`config.mk`:
```
export PLATFORM = sky130hd
export DESIGN_NAME = plg_core
export DESIGN_NICKNAME = d
export VERILOG_FILES = /design/src/include/plg_pkg.sv /design/src/rtl/plg_hold.sv /design/src/rtl/plg_core.sv
export VERILOG_INCLUDE_DIRS = /design/src /design/src/include
export SDC_FILE = /design/constraint.sdc
export NUM_CORES = 1
export LEC_CHECK = 0
export ABC_AREA = 1
export BUFFER_PORTS_ARGS = -buffer_cell sky130_fd_sc_hd__buf_4
export CORE_ASPECT_RATIO = 0.5
export CORE_UTILIZATION = 62
export DETAILED_ROUTE_END_ITERATION = 6
export PLACE_DENSITY = 0.87
export SETUP_SLACK_MARGIN = 0.5
export SLEW_MARGIN = 5
export SYNTH_ARGS = -nofsm -noshare
export SYNTH_HDL_FRONTEND = slang
export SYNTH_HIERARCHICAL = 1
export SYNTH_SLANG_ARGS = --single-unit
```
`constraint.sdc`:
```
create_clock -name CORE_CLK -period 2.49 [get_ports CORE_CLK]
set_clock_uncertainty 0.2 [all_clocks]
set_input_delay 0.6225 -clock CORE_CLK [delete_from_list [all_inputs] [get_ports CORE_CLK]]
set_output_delay 0.6225 -clock CORE_CLK [all_outputs]
set_load 0.05 [all_outputs]
```
`src/include/plg_cfg.svh`:
```
/*
 * Constants of the protection latch logic: register offsets, field
 * positions, reset values and timing counts.
 * Assumes a 250 MHz core clock and a 32-bit classic Wishbone bus.
 */
`ifndef PLG_CFG_SVH
`define PLG_CFG_SVH

// ***************************************************************
// clock
// ***************************************************************
`define PLG_CLK_MHZ        250

// ***************************************************************
// timing: time in its own unit, then the derived cycle count
// ***************************************************************
`define PLG_TRAN_MS        3600
`define PLG_TRAN_CYC       (`PLG_TRAN_MS * `PLG_CLK_MHZ * 1000)
`define PLG_FAULT_MS       100
`define PLG_FAULT_CYC      (`PLG_FAULT_MS * `PLG_CLK_MHZ * 1000)
`define PLG_HI_BLANK_US    50
`define PLG_HI_BLANK_CYC   (`PLG_HI_BLANK_US * `PLG_CLK_MHZ)
`define PLG_LO_BLANK_US    350
`define PLG_LO_BLANK_CYC   (`PLG_LO_BLANK_US * `PLG_CLK_MHZ)
`define PLG_SS_MS          5
`define PLG_SS_CYC         (`PLG_SS_MS * `PLG_CLK_MHZ * 1000)
`define PLG_AREC_MS        1000
`define PLG_AREC_CYC       (`PLG_AREC_MS * `PLG_CLK_MHZ * 1000)

// ***************************************************************
// register byte offsets
// ***************************************************************
`define PLG_CTRL_OFS       8'h00
`define PLG_STAT_OFS       8'h04
`define PLG_IRQ_OFS        8'h08
`define PLG_MASK_OFS       8'h0C

// ***************************************************************
// fields and reset values
// ***************************************************************
`define PLG_CTRL_AREC_BIT  0
`define PLG_CTRL_RST       1'h0
`define PLG_EVT_RST        5'h0_0
`define PLG_MASK_RST       5'h0_0

`endif

```
`src/include/plg_pkg.sv`:
```
/*
 * Types of the protection latch logic: sequencer states and the
 * packed groups of comparator inputs and interrupt events.
 * Assumes plg_cfg.svh for all numeric constants.
 */
package plg_pkg;

	// ***************************************************************
	// sequencer states
	// ***************************************************************
	typedef enum logic [2:0] {
		S_WAIT  = 3'b000,
		S_SOFT  = 3'b001,
		S_RUN   = 3'b010,
		S_PROT  = 3'b011,
		S_AREC  = 3'b100,
		S_THERM = 3'b101
	} plg_state_t;

	// ***************************************************************
	// comparator and supply monitor results, all asynchronous
	// ***************************************************************
	typedef struct packed {
		logic cs_above_tran;
		logic cs_above_limit;
		logic latch_high;
		logic latch_low;
		logic thermal_shutdown;
		logic supply_start_level;
		logic supply_reset;
		logic brown_out;
	} plg_sense_t;

	// ***************************************************************
	// sticky interrupt events, same layout for status and mask
	// ***************************************************************
	typedef struct packed {
		logic thermal;
		logic latch_low;
		logic latch_high;
		logic fault_to;
		logic tran_to;
	} plg_evt_t;

endpackage : plg_pkg

```
`src/rtl/plg_hold.sv`:
```
/*
 * Hold counter: done rises once the input has stayed high for LEN
 * consecutive enabled cycles; any drop or disable restarts it.
 * Assumes inputs already synchronised to the core clock.
 */
`timescale 1ns/1ps

module plg_hold #(
	parameter logic [31:0] LEN = 32'h0000_0001
) (
	input  wire logic CORE_CLK,
	input  wire logic RST_N,
	input  wire logic EN,
	input  wire logic LVL,
	output wire logic DONE
);

	logic [31:0] cnt_ff;

	// saturating count, so done stays until the level drops
	always_ff @(posedge CORE_CLK) begin
		if (!RST_N || !EN || !LVL) begin
			cnt_ff <= 32'h0000_0000;
		end else if (cnt_ff != LEN) begin
			cnt_ff <= cnt_ff + 32'h0000_0001;
		end
	end

	assign DONE = (cnt_ff == LEN);

endmodule : plg_hold

```
`src/rtl/plg_core.sv`:
```
/*
 * Protection sequencer of a flyback current-mode controller:
 * transient and overload timers, latch-off window with blanking,
 * start-up gating, soft-start bias select and thermal shutdown,
 * plus a classic Wishbone register slave with a level interrupt.
 * Assumes comparator inputs are asynchronous and that the analog
 * side honours the bias select and supply hold outputs.
 */
`timescale 1ns/1ps
`include "plg_cfg.svh"

// Functional notes
// count transient timer while current sense exceeds transient threshold.
// transient timer expiry enters protection, latched or autorecovery by option.
// overload timer also counts when load moves into overload.
// switch only inside latch window; latch off when either threshold crossed.
// blank high latch 50 us and low latch 350 us.
// latched-off state cleared only by brown-out or supply reset; the code also leaves it via thermal shutdown.
// ignore latch comparators until controller is ready to start.
// at start level, check high latch; switch only if allowed.
// evaluate low latch only after soft-start ends.
// doubled thermistor bias during soft-start, normal bias afterwards.
// thermal shutdown stops switching at once and enters low-power off.
// keep supply present during thermal shutdown.
// after cooling, re-enable start-up with a normal sequence.
// clear overload timer when sense drops below current limit.
// clear transient timer when sense drops below transient threshold.
module plg_core #(
	parameter logic [31:0] TRAN_CYC  = `PLG_TRAN_CYC,
	parameter logic [31:0] FAULT_CYC = `PLG_FAULT_CYC,
	parameter logic [31:0] HI_CYC    = `PLG_HI_BLANK_CYC,
	parameter logic [31:0] LO_CYC    = `PLG_LO_BLANK_CYC,
	parameter logic [31:0] SS_CYC    = `PLG_SS_CYC,
	parameter logic [31:0] AREC_CYC  = `PLG_AREC_CYC
) (
	input  wire logic               CORE_CLK,
	input  wire logic               RST_N,
	input  wire plg_pkg::plg_sense_t SENSE,
	input  wire logic               WB_CYC_I,
	input  wire logic               WB_STB_I,
	input  wire logic               WB_WE_I,
	input  wire logic [7:0]         WB_ADR_I,
	input  wire logic [3:0]         WB_SEL_I,
	input  wire logic [31:0]        WB_DAT_I,
	output wire logic [31:0]        WB_DAT_O,
	output wire logic               WB_ACK_O,
	output wire logic               GATE_DRIVE_EN,
	output wire logic               SOFTSTART_BIAS_SEL,
	output wire logic               SUPPLY_HOLD,
	output wire logic               LOW_POWER_OFF,
	output wire logic               IRQ
);
	import plg_pkg::*;

	// ***************************************************************
	// input synchronisers
	// ***************************************************************
	plg_sense_t meta_ff;
	plg_sense_t sync_ff;

	// two stages on every comparator; only the second one is read
	always_ff @(posedge CORE_CLK) begin
		if (!RST_N) begin
			meta_ff <= '0;
			sync_ff <= '0;
		end else begin
			meta_ff <= SENSE;
			sync_ff <= meta_ff;
		end
	end

	wire logic tran_s  = sync_ff.cs_above_tran;
	wire logic lim_s   = sync_ff.cs_above_limit;
	wire logic hi_s    = sync_ff.latch_high;
	wire logic lo_s    = sync_ff.latch_low;
	wire logic therm_s = sync_ff.thermal_shutdown;
	wire logic start_s = sync_ff.supply_start_level;
	wire logic rel_s   = sync_ff.supply_reset | sync_ff.brown_out;

	// ***************************************************************
	// state and timers
	// ***************************************************************
	plg_state_t state_ff;
	plg_state_t nxt_state;
	logic       drive_ff;
	logic       bias_ff;
	logic       hold_ff;
	logic       arec_en_ff;

	wire logic switching = (state_ff == S_SOFT) || (state_ff == S_RUN);
	// references settle before start level, so nothing earlier counts
	wire logic ready     = (state_ff != S_WAIT) || start_s;
	wire logic hi_en     = ready && (state_ff != S_THERM);
	wire logic lo_en     = (state_ff == S_RUN);
	wire logic tran_done;
	wire logic flt_done;
	wire logic hi_done;
	wire logic lo_done;
	wire logic ss_done;
	wire logic arec_done;

	// transient timer, restarted when sense falls below threshold
	plg_hold #(.LEN(TRAN_CYC)) u_tran (
		.CORE_CLK (CORE_CLK),
		.RST_N    (RST_N),
		.EN       (switching),
		.LVL      (tran_s),
		.DONE     (tran_done)
	);

	// overload timer runs alongside the transient one
	plg_hold #(.LEN(FAULT_CYC)) u_fault (
		.CORE_CLK (CORE_CLK),
		.RST_N    (RST_N),
		.EN       (switching),
		.LVL      (lim_s),
		.DONE     (flt_done)
	);

	// high latch blanking, spikes shorter than the window vanish
	plg_hold #(.LEN(HI_CYC)) u_hi (
		.CORE_CLK (CORE_CLK),
		.RST_N    (RST_N),
		.EN       (hi_en),
		.LVL      (hi_s),
		.DONE     (hi_done)
	);

	// low latch blanking, longer since the thermistor input is slow
	plg_hold #(.LEN(LO_CYC)) u_lo (
		.CORE_CLK (CORE_CLK),
		.RST_N    (RST_N),
		.EN       (lo_en),
		.LVL      (lo_s),
		.DONE     (lo_done)
	);

	// soft-start duration
	plg_hold #(.LEN(SS_CYC)) u_ss (
		.CORE_CLK (CORE_CLK),
		.RST_N    (RST_N),
		.EN       (state_ff == S_SOFT),
		.LVL      (1'b1),
		.DONE     (ss_done)
	);

	// autorecovery pause before the next start attempt
	plg_hold #(.LEN(AREC_CYC)) u_arec (
		.CORE_CLK (CORE_CLK),
		.RST_N    (RST_N),
		.EN       (state_ff == S_AREC),
		.LVL      (1'b1),
		.DONE     (arec_done)
	);

	// ***************************************************************
	// sequencer
	// ***************************************************************
	wire logic latch_trip = hi_done || lo_done;
	wire logic timer_trip = tran_done || flt_done;
	wire plg_state_t trip_dst = arec_en_ff ? S_AREC : S_PROT;

	// thermal first, then release, then the per-state moves
	always_comb begin
		nxt_state = state_ff;
		case (state_ff)
			S_WAIT: begin
				if (start_s && hi_done) begin
					nxt_state = S_PROT;
				end else if (start_s && !hi_s) begin
					nxt_state = S_SOFT;
				end
			end
			S_SOFT, S_RUN: begin
				if (latch_trip) begin
					nxt_state = S_PROT;
				end else if (timer_trip) begin
					nxt_state = trip_dst;
				end else if (state_ff == S_SOFT && ss_done) begin
					nxt_state = S_RUN;
				end
			end
			S_PROT: begin
				nxt_state = S_PROT;
			end
			S_AREC: begin
				if (arec_done) begin
					nxt_state = S_WAIT;
				end
			end
			S_THERM: begin
				if (!therm_s) begin
					nxt_state = S_WAIT;
				end
			end
			default: begin
				nxt_state = S_WAIT;
			end
		endcase
		if (rel_s && state_ff != S_THERM) begin
			nxt_state = S_WAIT;
		end
		if (therm_s) begin
			nxt_state = S_THERM;
		end
	end

	wire logic nxt_drive = (nxt_state == S_SOFT) || (nxt_state == S_RUN);
	wire logic nxt_bias  = (nxt_state == S_SOFT);
	wire logic nxt_hold  = (nxt_state == S_THERM);

	// outputs registered from the next state to avoid glitches
	always_ff @(posedge CORE_CLK) begin
		if (!RST_N) begin
			state_ff <= S_WAIT;
			drive_ff <= 1'b0;
			bias_ff  <= 1'b0;
			hold_ff  <= 1'b0;
		end else begin
			state_ff <= nxt_state;
			drive_ff <= nxt_drive;
			bias_ff  <= nxt_bias;
			hold_ff  <= nxt_hold;
		end
	end

	// hot die cuts the driver in the same cycle, not one later
	assign GATE_DRIVE_EN      = drive_ff & ~therm_s;
	assign SOFTSTART_BIAS_SEL = bias_ff;
	assign SUPPLY_HOLD        = hold_ff;
	assign LOW_POWER_OFF      = hold_ff;

	// ***************************************************************
	// interrupt events
	// ***************************************************************
	plg_evt_t evt_ff;
	plg_evt_t mask_ff;
	plg_evt_t evt_set;
	plg_evt_t evt_clr;

	assign evt_set = {therm_s && (state_ff != S_THERM), lo_done, hi_done,
	                  switching && flt_done, switching && tran_done};
	assign IRQ                = |(evt_ff & mask_ff);

	// ***************************************************************
	// wishbone slave
	// ***************************************************************
	logic        ack_ff;
	logic [31:0] dat_ff;

	wire logic req      = WB_CYC_I && WB_STB_I;
	wire logic wr_now   = req && WB_WE_I && ack_ff && WB_SEL_I[0];
	wire logic sel_ctrl = (WB_ADR_I == `PLG_CTRL_OFS);
	wire logic sel_stat = (WB_ADR_I == `PLG_STAT_OFS);
	wire logic sel_irq  = (WB_ADR_I == `PLG_IRQ_OFS);
	wire logic sel_mask = (WB_ADR_I == `PLG_MASK_OFS);

	// unmapped addresses still ack, reading zero
	wire logic [31:0] rd_mux =
		sel_ctrl ? {31'h0000_0000, arec_en_ff} :
		sel_stat ? {24'h00_0000, drive_ff, bias_ff, hold_ff,
		            tran_done, flt_done, state_ff} :
		sel_irq  ? {27'h000_0000, evt_ff} :
		sel_mask ? {27'h000_0000, mask_ff} : 32'h0000_0000;

	assign evt_clr  = (wr_now && sel_irq) ? WB_DAT_I[4:0] : 5'h0_0;
	assign WB_ACK_O = ack_ff;
	assign WB_DAT_O = dat_ff;

	// one wait state; the write lands on the edge that sees ack
	always_ff @(posedge CORE_CLK) begin
		if (!RST_N) begin
			ack_ff <= 1'b0;
			dat_ff <= 32'h0000_0000;
		end else begin
			ack_ff <= req && !ack_ff;
			dat_ff <= (req && !ack_ff) ? rd_mux : dat_ff;
		end
	end

	// control and mask registers
	always_ff @(posedge CORE_CLK) begin
		if (!RST_N) begin
			arec_en_ff <= `PLG_CTRL_RST;
			mask_ff    <= `PLG_MASK_RST;
		end else begin
			if (wr_now && sel_ctrl) begin
				arec_en_ff <= WB_DAT_I[`PLG_CTRL_AREC_BIT];
			end
			if (wr_now && sel_mask) begin
				mask_ff <= WB_DAT_I[4:0];
			end
		end
	end

	// sticky status: a new event beats a write-one-to-clear
	always_ff @(posedge CORE_CLK) begin
		if (!RST_N) begin
			evt_ff <= `PLG_EVT_RST;
		end else begin
			evt_ff <= (evt_ff & ~evt_clr) | evt_set;
		end
	end

	// ***************************************************************
	// assertions
	// ***************************************************************
	therm_cut_a: assert property (
		@(posedge CORE_CLK) disable iff (!RST_N)
		therm_s |-> !GATE_DRIVE_EN ##1 (state_ff == S_THERM))
		else $error("driver not cut on thermal shutdown");

	therm_hold_a: assert property (
		@(posedge CORE_CLK) disable iff (!RST_N)
		(state_ff == S_THERM) |-> (SUPPLY_HOLD && LOW_POWER_OFF))
		else $error("supply not held in thermal shutdown");

	therm_exit_a: assert property (
		@(posedge CORE_CLK) disable iff (!RST_N)
		(state_ff == S_THERM && !therm_s) |=> (state_ff == S_WAIT))
		else $error("no restart after cooling");

	tran_trip_a: assert property (
		@(posedge CORE_CLK) disable iff (!RST_N)
		(switching && tran_done && !therm_s && !rel_s)
		|=> (state_ff == S_PROT || state_ff == S_AREC))
		else $error("transient expiry did not protect");

	tran_clear_a: assert property (
		@(posedge CORE_CLK) disable iff (!RST_N)
		!tran_s |=> !tran_done)
		else $error("transient timer not cleared");

	fault_clear_a: assert property (
		@(posedge CORE_CLK) disable iff (!RST_N)
		!lim_s |=> !flt_done)
		else $error("overload timer not cleared");

	latch_wait_a: assert property (
		@(posedge CORE_CLK) disable iff (!RST_N)
		(state_ff == S_WAIT && !start_s) ##1 (state_ff == S_WAIT)
		|-> !hi_done && !lo_done)
		else $error("latch seen before ready");

	low_ignore_a: assert property (
		@(posedge CORE_CLK) disable iff (!RST_N)
		(state_ff == S_SOFT) |-> !lo_done)
		else $error("low latch seen during soft-start");

	bias_ss_a: assert property (
		@(posedge CORE_CLK) disable iff (!RST_N)
		$rose(state_ff == S_RUN) |-> !SOFTSTART_BIAS_SEL && $past(SOFTSTART_BIAS_SEL))
		else $error("bias not reverted after soft-start");

	start_gate_a: assert property (
		@(posedge CORE_CLK) disable iff (!RST_N)
		(state_ff == S_WAIT && start_s && hi_s && !therm_s)
		|=> !GATE_DRIVE_EN)
		else $error("switching began under high latch");

	latch_keep_a: assert property (
		@(posedge CORE_CLK) disable iff (!RST_N)
		(state_ff == S_PROT && !rel_s && !therm_s) |=> (state_ff == S_PROT))
		else $error("latch released without reset");

	latch_off_a: assert property (
		@(posedge CORE_CLK) disable iff (!RST_N)
		(switching && lo_done && !therm_s && !rel_s) |=> (state_ff == S_PROT) [*2])
		else $error("low latch did not latch off");
endmodule : plg_core

```
# == Word-level counts from Yosys, hierarchy flattened ==
# Index checks and enable logic that the tools add are counted.
# totals
ff_bits,258
inputBits,57
out_inout_bits,38
elab_cells,136
# classes
add_sub_neg,6
n_eq_ne,23
n_mux,15
bitwise_logic,7
n_reduce_logical,46
# op_table
cell,n
$add A32 B1 Y32 const B,6
$eq A32 B14 Y1 const B,1
$eq A32 B17 Y1 const B,1
$eq A32 B21 Y1 const B,1
$eq A32 B25 Y1 const B,1
$eq A32 B28 Y1 const B,1
$eq A32 B30 Y1 const B,1
$ne A32 B14 Y1 const B,1
$ne A32 B17 Y1 const B,1
$ne A32 B21 Y1 const B,1
$ne A32 B25 Y1 const B,1
$ne A32 B28 Y1 const B,1
$ne A32 B30 Y1 const B,1
$mux W3,9
$eq A8 B4 Y1 const B,2
$logic_and A1 B1 Y1,16
$mux W8,2
$mux W5,3
$logic_or A1 B1 Y1,14
$pmux W3 S4,1
$logic_not A1 Y1,11
$and A5 B5 Y5,2
$eq A3 B2 Y1 const B,3
$eq A8 B3 Y1 const B,1
13 further kinds,15

# == Logic depth before layout (Yosys ltp) ==
# Gate-level depths: netlist of the first run.
# depth
depth_word,10
ltp_mapped,17
depth_no_buf,17

# == Hierarchy ==
# Netlist of the first run, hierarchy kept.
# by_module_without_submodules
module,instances,cells_each,area_each_um2,seq_area_each_um2
plg_hold (u_ss),1,356,2165.8,640.6
plg_hold (u_tran),1,378,2149.6,640.6
plg_hold (u_lo),1,349,2128.3,640.6
plg_hold (u_hi),1,369,2117.0,640.6
plg_core,1,289,2077.0,840.8
plg_hold (u_fault),1,343,2045.7,640.6
plg_hold (u_arec),1,353,2014.4,640.6

# == Worst setup path after synthesis of the first run ==
# OpenSTA, ideal clock, no wires.
# synth_path
path_type,flip-flop to flip-flop
start,register u_fault.cnt_ff[0]
end,register drive_ff
setup_ns,0.058
t_arrival_ns,1.995
t_required_ns,2.232
setup_slack_ns,0.237
path_stages_with_launch,17
path_buffers,0
period_less_slack_ns,2.253
cell_sequence,dfxtp_1 inv_2 ha_1 nand3_1 inv_1 nand2_1 nor4_1 nor2_1 nor2_1 nor2_1 nand2_1 nand2_1 nand2_1 nand2_1 a21oi_2 nand2_2 nand2_1
# synth_via
elab_chain_cells,9
word_cells_on_any_way,10
cone_classes,3 x eq/ne; 5 x mux; 2 x reduce/logical
# synth_lines
item,line,source
"start, declared",plg_hold.sv:18,logic [31:0] cnt_ff;
"start signal, assigned",plg_hold.sv:25,cnt_ff <= cnt_ff + 32'h0000_0001;
$eq A32 B25 Y1 (*),plg_hold.sv:29,assign DONE = (cnt_ff == LEN);
via flt_done,plg_core.sv:96,wire logic flt_done;
$logic_or A1 B1 Y1 (*),plg_core.sv:160,wire logic timer_trip = tran_done || flt_done;
$mux W3 (*),plg_core.sv:177,end else if (timer_trip) begin
$mux W3 (*),plg_core.sv:175,if (latch_trip) begin
$pmux W3 S4 (*),plg_core.sv:166,case (state_ff)
$mux W3 (*),plg_core.sv:200,if (rel_s && state_ff != S_THERM) begin
$mux W3 (*),plg_core.sv:203,if (therm_s) begin
$eq A3 B1 Y1 / $eq A3 B2 Y1 (equally long branches),plg_core.sv:208,wire logic nxt_drive = (nxt_state == S_SOFT) || (nxt_state == S_RUN);
$logic_or A1 B1 Y1 (*),plg_core.sv:208,
"end signal, assigned",plg_core.sv:221,drive_ff <= nxt_drive;
"end, declared",plg_core.sv:85,logic drive_ff;
# The timed path passes the listed nets; every way through them passes the cells marked *.
# A chain may end at the register's enable or synchronous reset.

# == Worst setup path after layout of the first run ==
# layout_path
start,register evt_ff[0] (netlist name)
end,output IRQ
# layout_via
elab_chain_cells,2
# layout_lines
item,line,source
"start, declared",plg_core.sv:236,plg_evt_t evt_ff;
"start signal, assigned",plg_core.sv:299,evt_ff <= `PLG_EVT_RST;
"start signal, assigned",plg_core.sv:301,evt_ff <= (evt_ff & ~evt_clr) | evt_set;
$and A5 B5 Y5,plg_core.sv:243,assign IRQ = |(evt_ff & mask_ff);
$reduce_or A5 Y1,plg_core.sv:243,
"end, declared",plg_core.sv:51,output wire logic IRQ
# No other way between the ends.

==> impl_metrics.tcl, run 1 <==
set metrics [dict create \
    crit_slowest_cell "dfxtp_2" \
    gr-usage-all-layers 0.329 \
    ys_seq_elements 234 \
    crit_cells 5 \
    avgSynthCellArea_um2 6.03 \
    holdPathStages 3 \
    die_area_mm2 0.0244 \
    drt-total-wl_um 41900 \
    root_buffer "clkbuf_16" \
    r2r_cells 16 \
    grt_antenna_before_repair 0 \
    synth-seq-area-share 0.319 \
    synth_cell_types 41 \
    status "finished, violations left" \
    pin_count 95 \
    synthDominantCellAreaShare 0.319 \
    synth_flop_cell "dfxtp_1" \
    netlist_area_mm2 0.0147 \
    fin_crit_sh 0.935 \
    cp-end-kind "output pin" \
    crit_path_cell_trace "nand2_1 > nand2_1 > a221oi_2 > nand2_1 > buf_6" \
    grt_pass1_wl_um 66600 \
    finalSetupViolCount 0 \
    via_count 16169 \
    nets 2680 \
    async_reset_ff_frac 0 \
    grt_max_degree 23 \
    n_antenna_cell 0 \
    htree_levels 1 \
    fill_cells 1683 \
    worstMarginPinSlew_ns 0.506 \
    clk_latency_ns 0.54 \
    core_area_mm2 0.0230 \
    syn_inst 2437 \
    p_leak_uw 0.00634 \
    drc 3 \
    die_h_um 111 \
    port_buffers 40 \
    grt_pass1_vias 14722 \
    numCtsBuffers 22 \
    hold_viol_final 0 \
    critPathMaxFanout 2 \
    die_w_um 220 \
    dp.cells 2810 \
    synthTopCellsByArea "dfxtp_1 32%, nand2_1 18%, nor2_1 13%, inv_1 6.9%, a21oi_1 6.1%" \
    critical_path_class "reg -> out" \
    cts_tree "yes" \
    drv_cap 0 \
    post-synth-top-area-cell "dfxtp_1" \
    yosysMostFrequentCell "nand2_1" \
    finalMaxSlewViolations 0 \
    initial_utilization 0.638 \
    setup_tns_ns 0 \
    grt_setup_unrepaired "yes" \
    cp_data_arrival_time_ns 1.51 \
    failed_checks "design-rule violations" \
    cp_num_buf_inv 1 \
    drive_above_1_share 0.238 \
    worst-endpoint-required_ns 1.67 \
    drt_iter0_markers 1597 \
    rows 39 \
    cp_common_cell "nand2_1" \
    overflow 0 \
    ir_worst_vdd_v 0.000349 \
    syn_to_final_growth_pct 19.9 \
    crit_family "flip-flops" \
    slowest_delay_ns 0.33 \
    synth_edf_count 0 \
    antenna_left 0 \
    clockBufferDepth 3 \
    placed_area_mm2 0.0156 \
    dpl.hpwl_um 28300 \
    path_clk_slew_ns 0.07 \
    viasPerCell 5.51 \
    drt-wirelength-per-cell_um 14.3 \
    synth_commonest_cells "693 x nand2_1, 495 x nor2_1, 269 x inv_1, 234 x dfxtp_1, 179 x a21oi_1" \
    fmax_mhz 429 \
    drt_pass1_iterations 7 \
    fin_area_mm2 0.0176 \
    yosys_warnings 6 \
    min_path_type "in -> reg" \
    finalCriticalPeriod_ns 2.33 \
    layout.cells.non_filler 2934 \
    gp_congestion 0.970 \
    p_per_area_mw_per_mm2 436 \
    relSlewSlack 0.662 \
    seqCellArea_mm2 0.00485 \
    multiInputGateArea_mm2 0.00910 \
    cts_sinks 234 \
    start_kind "flip-flop" \
]
through the flow:
stage               utilization  hold slack [ns]  setup WS, ns  power [uW]
floorplan                     -            0.190         0.498        4070
global placement          0.678            0.193         0.248        4110
detailed placement        0.678            0.198         0.225        4120
CTS                       0.743           0.0642         0.248        7710
global route              0.765           0.0712        0.0967        7920
finish                    0.765           0.0658         0.161        7690
routing by layer:
layer  wire [um]  share of wire  vias up  global-route usage
met1       16800           0.40     7223               0.413
met2       19700           0.47      820               0.559
met3        3650          0.087      183              0.0551
met5           0              0        -                   0
met4        1790          0.043        0               0.131
li1            -              -     7943                   -
worst reg2reg max path, stage by stage, from the launching register on:
cell and delay [ns]:
dfxtp_4 0.35, inv_4 0.06, ha_4 0.13, nand3_2 0.06, inv_2 0.09, nand2_4 0.06, nor4_4 0.38, nor2_2 0.10
nor2_2 0.18, nor2_2 0.07, nand2_1 0.06, nand2_1 0.05, nand2_1 0.07, nand2_2 0.06, a21oi_2 0.17, nand2_2 0.09
nand2_1 0.06
flip-flops by register name (all words and copies together), names as in the netlist:
register            flops
u_tran/cnt_ff          32
sync_ff                 2
mask_ff                 5
SOFTSTART_BIAS_SEL      1
u_arec/cnt_ff          32
LOW_POWER_OFF           1
evt_ff                  5
therm_s                 1
WB_ACK_O                1
lim_s                   1
lo_s                    1
drive_ff                1
tran_s                  1
u_lo/cnt_ff            32
u_ss/cnt_ff            32
WB_DAT_O                8
u_fault/cnt_ff         32
state_ff                3
start_s                 1
meta_ff                 8
hi_s                    1
arec_en_ff              1
u_hi/cnt_ff            32
layout make-up:
class / count / area share
Multi-Input combinational cell: 1888 / 0.516
Sequential cell: 234 / 0.276
Timing Repair Buffer: 176 / 0.0783
Inverter: 288 / 0.0634
Clock buffer: 31 / 0.0383
Tap cell: 307 / 0.0218
Clock inverter: 9 / 0.00582
Timing Repair inverter: 1 / 0.000426
final timing paths:
check | start | endpoint | slack, ns
setup / recovery | evt_ff[0] | IRQ | 0.16
hold / removal | SENSE[1] | meta_ff[1] | 0.07
setup reg to reg | u_fault/cnt_ff[1] | drive_ff | 0.20
hold reg to reg | meta_ff[5] | hi_s | 0.21
cell families (layout without fill, tap and decap cells):
group / after synthesis / count (layout) / synth area share
AO/OA/AOI/OAI: 267 / 267 / 0.0940
XOR/XNOR: 10 / 10 / 0.00596
adder cells (fa/ha/maj): 12 / 12 / 0.0102
buffers and inverters: 339 / 505 / 0.0948
flip-flops: 234 / 234 / 0.319
other: 2 / 26 / 0.000511
AND/OR/NAND/NOR: 1573 / 1573 / 0.476
what timing repair did:
item / in CTS / in global routing
resized for setup: 146 / 121
setup endpoints to repair: 9 / 69
gates cloned: 0 / 1
setup buffers: 58 / 25
pin swaps: 36 / 43
hold buffers: 0 / 0
power by group:
part / internal [uW] / total (uW) / leakage, uW / switching (uW)
Clock: 2110 / 3660 / 0.000391 / 1550
Sequential: 3730 / 3750 / 0.00194 / 16.1
Combinational: 75.5 / 281 / 0.00402 / 206
placed cells by master, fill, tap and decap left out, drive strengths merged:
cell type	instances
xnor2	2
nor4	6
bufinv	2
nor2	594
o21ai	79
buf	176
ha	12
nor3	16
a221oi	1
or2	4
clkinv	10
and2	1
o211ai	2
nand2	751
xor2	8
conb	26
clkinvlp	3
a21oi	184
nand3	177
nand4	23
o2111ai	1
nand3b	1
inv	283
dfxtp	234
clkbuf	31
Note: power is estimated with default switching activity, not from simulation.
==> inputs of run 2 (changes only) <==
- CORE_MARGIN: not set -> 2
- CTS_CLUSTER_DIAMETER: not set -> 40
==> impl_metrics.tcl, run 2 (synthesis results as in run 1) <==
set metrics [dict create \
    worst_slack_ns 0.0388 \
    r2r_slack_ns 0.04 \
    fin_util 0.761 \
    worst-endpoint-required_ns 2.78 \
    clk_latency_ns 0.55 \
    drv_cap 0 \
    power_switching_uw 1920 \
    port_buffers 40 \
    pre_cts_slack_ns 0.156 \
    viasPerCell 5.53 \
    nets 2668 \
    n_antenna_cell 0 \
    layout_commonest_cell "nand2_1" \
    p_per_area_mw_per_mm2 455 \
    syn_to_final_growth_pct 19.3 \
    cts_tree "yes" \
    pwr-share-seq 0.471 \
    critical_path_class "reg -> reg" \
    overflow 0 \
    grt_antenna_before_repair 0 \
    finalMaxSlewViolations 0 \
    failed_checks "design-rule violations" \
    numCtsBuffers 26 \
    core_area_mm2 0.0230 \
    die_h_um 113 \
    finalCriticalPeriod_ns 2.45 \
    gr-usage-all-layers 0.311 \
    die_w_um 222 \
    p_sw_frac 0.240 \
    cts_hold_buf 0 \
    dpl.hpwl_um 28500 \
    initial_utilization 0.638 \
    timing.rr.end "drive_ff" \
    root_buffer "clkbuf_16" \
    min-delay-start "SENSE[2]" \
    fmax_mhz 408 \
    path_clk_slew_ns 0.06 \
    grt_setup_unrepaired "yes" \
    met2_length_um 20200 \
    gp_congestion 0.951 \
    hold_viol_final 0 \
    pin_count 95 \
    drt_iter0_markers 1425 \
    die_area_mm2 0.0250 \
    cts_sinks 234 \
    power_uw 7980 \
    rows 39 \
    drt-total-wl_um 42600 \
    hold_ws_ns 0.0542 \
    min_path_type "in -> reg" \
    p_comb_frac 0.036 \
    p_leak_uw 0.00629 \
    ir_worst_vdd_v 0.000423 \
    drt_pass1_iterations 7 \
    drt-wirelength-per-cell_um 14.6 \
    grt_max_degree 31 \
    finalSetupViolCount 0 \
    cp_data_arrival_time_ns 2.74 \
    layout_common_cells "662 x nand2_1, 459 x nor2_1, 228 x inv_1, 178 x a21oi_1, 158 x nand3_1" \
    timing.rr.start "u_ss/cnt_ff[7]" \
    htree_levels 1 \
    antenna_left 0 \
    holdPathStages 3 \
    fin_crit_sh 0.984 \
    drt-met1-wl_um 17200 \
    cp-end-kind "flip-flop" \
    via_count 16179 \
    critPathMaxFanout 5 \
    start_kind "flip-flop" \
    status "finished, violations left" \
    pwr-share-clk 0.494 \
    grt_pass1_wl_um 65600 \
    drive_above_1_share 0.232 \
    holdPathEnd "meta_ff[2]" \
    clockBufferDepth 3 \
    setup_tns_ns 0 \
    routed-wl-met3_um 3430 \
    drc 3 \
    r2r_cells 15 \
    internal-power_uw 6070 \
    routed.top_layer "met4" \
    grt_pass1_vias 14323 \
]
-- run 2: critical path: stages (launching register included) --
cell and delay, ns:
dfxtp_1 0.41, nand2_4 0.11, nor2_1 0.13, nand2_1 0.13
nor4_2 0.36, buf_4 0.19, nand4_1 0.11, nand2_1 0.08
nand2_1 0.05, nand2_1 0.05, nand2_1 0.06, nand2_2 0.08
nand2_1 0.09, nor2_2 0.14, nand2_1 0.12, nand2_2 0.07
-- run 2: final cells by class --
type | count | area (um^2)
inverters | 288 | 1110
clock buffers | 34 | 712
well taps | 307 | 384
flip-flops and latches | 234 | 4830
multi-input cells | 1888 | 9090
clock inverters | 13 | 145
repair buffers | 161 | 1260
fillers | 1752 | 5500
-- run 2: layer usage --
layer	vias up	track usage
met2	785	0.545
li1	7928	-
met1	7264	0.391
met5	-	0
met4	0	0.118
met3	202	0.0460
-- run 2: worst max-delay path by stage --
| stage | from | slack [ns] | endpoint |
|---|---|---|---|
| 3_3_place_gp | u_tran/cnt_ff[4] | 0.22 | drive_ff |
| 4_1_cts | evt_ff[0] | 0.23 | IRQ |
| 3_5_place_dp | u_lo/cnt_ff[0] | 0.16 | drive_ff |
| 6_report | u_ss/cnt_ff[7] | 0.04 | drive_ff |
| 2_1_floorplan | u_tran/cnt_ff[2] | 0.50 | drive_ff |
| 5_1_grt | u_ss/cnt_ff[7] | -0.02 | drive_ff |
-- run 2: metrics by stage --
step                      instances  cell area [um^2]
final                          2925             17500
after global routing           2925             17500
after CTS                      2885             16800
after detailed placement       2808             15600
after global placement         2808             15600
after floorplan                2461             14800
-- run 2: what timing repair did --
item,4_1_cts,5_1_grt
buffers inserted,30,40
resized for setup,75,177
setup endpoints to repair,9,38
pin swaps,22,31
endpoints found under the hold margin,0,0
-- run 2: power groups by stage --
stage / sequential [uW] / clock [uW] / combinational (uW)
floorplan: 3860 / 0 / 210
global placement: 3860 / 0 / 252
detailed placement: 3860 / 0 / 256
CTS: 3780 / 3970 / 265
global route: 3760 / 4130 / 304
finish: 3760 / 3940 / 286
==> inputs of run 3 (changes only) <==
- PLACE_DENSITY: 0.87 -> 0.83
==> impl_metrics.tcl, run 3 (synthesis results as in run 1) <==
set metrics [dict create \
    finalMaxSlewViolations 0 \
    fin_crit_sh 0.904 \
    failed_checks "design-rule violations" \
    multiInputGateArea_mm2 0.00913 \
    critPathMaxFanout 2 \
    overflow 0 \
    cp_num_buf_inv 1 \
    syn_to_final_growth_pct 20.5 \
    root_buffer "clkbuf_16" \
    crit_slowest_cell "dfxtp_2" \
    htree_levels 1 \
    min-delay-start "SENSE[3]" \
    p_per_area_mw_per_mm2 448 \
    drt_iter0_markers 1571 \
    numCtsBuffers 26 \
    fill_cells 1756 \
    layout_common_cells "659 x nand2_1, 460 x nor2_1, 223 x inv_1, 178 x a21oi_1, 159 x nand3_1" \
    layout_commonest_cell "nand2_1" \
    timing.rr.start "u_fault/cnt_ff[2]" \
    clk_latency_ns 0.54 \
    grt_antenna_before_repair 0 \
    critical_path_class "reg -> out" \
    cts_tree "yes" \
    crit_family "flip-flops" \
    finalSetupViolCount 0 \
    drive_above_1_share 0.240 \
    viasPerCell 5.47 \
    worstMarginPinSlew_ns 0.516 \
    cts_sinks 234 \
    cp_data_arrival_time_ns 1.43 \
    initial_utilization 0.638 \
    n_antenna_cell 0 \
    dpl.hpwl_um 28200 \
    setup_tns_ns 0 \
    drt-total-wl_um 41800 \
    drt_pass1_iterations 7 \
    seqCellArea_mm2 0.00484 \
    crit_path_cell_trace "nand2_2 > nand2_2 > a221oi_2 > nand2_1 > buf_6" \
    path_clk_slew_ns 0.06 \
    start_kind "flip-flop" \
    grt_max_degree 23 \
    gr-usage-all-layers 0.313 \
    core_area_mm2 0.0230 \
    antenna_left 0 \
    pin_count 95 \
    cp_common_cell "nand2_2" \
    drt-wirelength-per-cell_um 14.2 \
    relSlewSlack 0.656 \
    startpoint "evt_ff[1]" \
    gp_congestion 1.00 \
    ir_worst_vdd_v 0.000427 \
    cp-end-kind "output pin" \
    via_count 16056 \
    die_h_um 113 \
    grt_pass1_vias 14534 \
    grt_pass1_wl_um 66100 \
    die_w_um 222 \
    nets 2681 \
    fmax_mhz 444 \
    port_buffers 40 \
    die_area_mm2 0.0250 \
    finalCriticalPeriod_ns 2.25 \
    hold_ws_ns 0.0580 \
    slowest_delay_ns 0.32 \
    hold_viol_final 0 \
    drc 1 \
    grt_setup_unrepaired "yes" \
    p_leak_uw 0.00637 \
    status "finished, violations left" \
    drv_cap 0 \
    worst-endpoint-required_ns 1.67 \
    min_path_type "in -> reg" \
    clockBufferDepth 3 \
    rows 39 \
]
run 3: cell types whose count changed in the layout (fill, tap and decap cells not counted), sizes merged:
cell / before / now
buf: 161 / 174
clkinv: 9 / 7
inv: 286 / 287
run 3: power breakdown:
group	internal, uW	total (uW)	switching [uW]	leakage [uW]
clock network	2240	3900	1660	0.000406
logic	77.2	282	205	0.00403
registers	3740	3760	15.1	0.00194
run 3: worst paths after layout:
path / end / cells after the start / slack (ns)
setup reg to reg: drive_ff / 16 / 0.29
hold reg to reg: therm_s / 2 / 0.21
setup / recovery: IRQ / 5 / 0.24
hold / removal: meta_ff[3] / 3 / 0.06
run 3: per-layer routing:
metal / wire, um / vias to the layer above / global-route usage
met3: 3320 / 141 / 0.0439
met2: 20000 / 733 / 0.567
li1: - / 7958 / -
met1: 17000 / 7224 / 0.385
met5: 0 / - / 0
met4: 1490 / 0 / 0.114
run 3: final cells by class:
cell class | count | area share
Inverter | 288 | 0.0625
Multi-Input combinational cell | 1888 | 0.516
Timing Repair Buffer | 174 | 0.0789
Sequential cell | 234 | 0.273
Clock buffer | 34 | 0.0402
Tap cell | 307 | 0.0217
Clock inverter | 12 | 0.00792
run 3: timing repair:
action,CTS,global route
hold buffers,0,0
pin swaps,38,40
gates resized for setup,135,142
buffers inserted,62,27
setup endpoints to repair,9,48
run 3: worst reg2reg max path: stages, from the launching register on:
cell     delay, ns
dfxtp_4       0.37
nor2_4        0.14
nand2_2       0.09
inv_2         0.07
nand2_2       0.07
nor4_4        0.24
buf_4         0.18
nor2_4        0.06
nor2_2        0.10
nor2_2        0.05
nand3_1       0.07
nand2_1       0.06
nand2_2       0.08
nand2_2       0.07
a21oi_2       0.15
nand2_2       0.09
nand2_1       0.07
run 3: stage by stage:
step	utilization	total power, uW	instances	cell area, um^2	setup slack, ns
4_1_cts	0.745	7980	2910	17200	0.220
5_1_grt	0.769	8150	2937	17700	0.160
3_3_place_gp	0.676	4120	2802	15600	0.225
6_report	0.769	7940	2937	17700	0.239
3_5_place_dp	0.676	4120	2802	15600	0.163
2_1_floorplan	-	4070	2461	14800	0.498
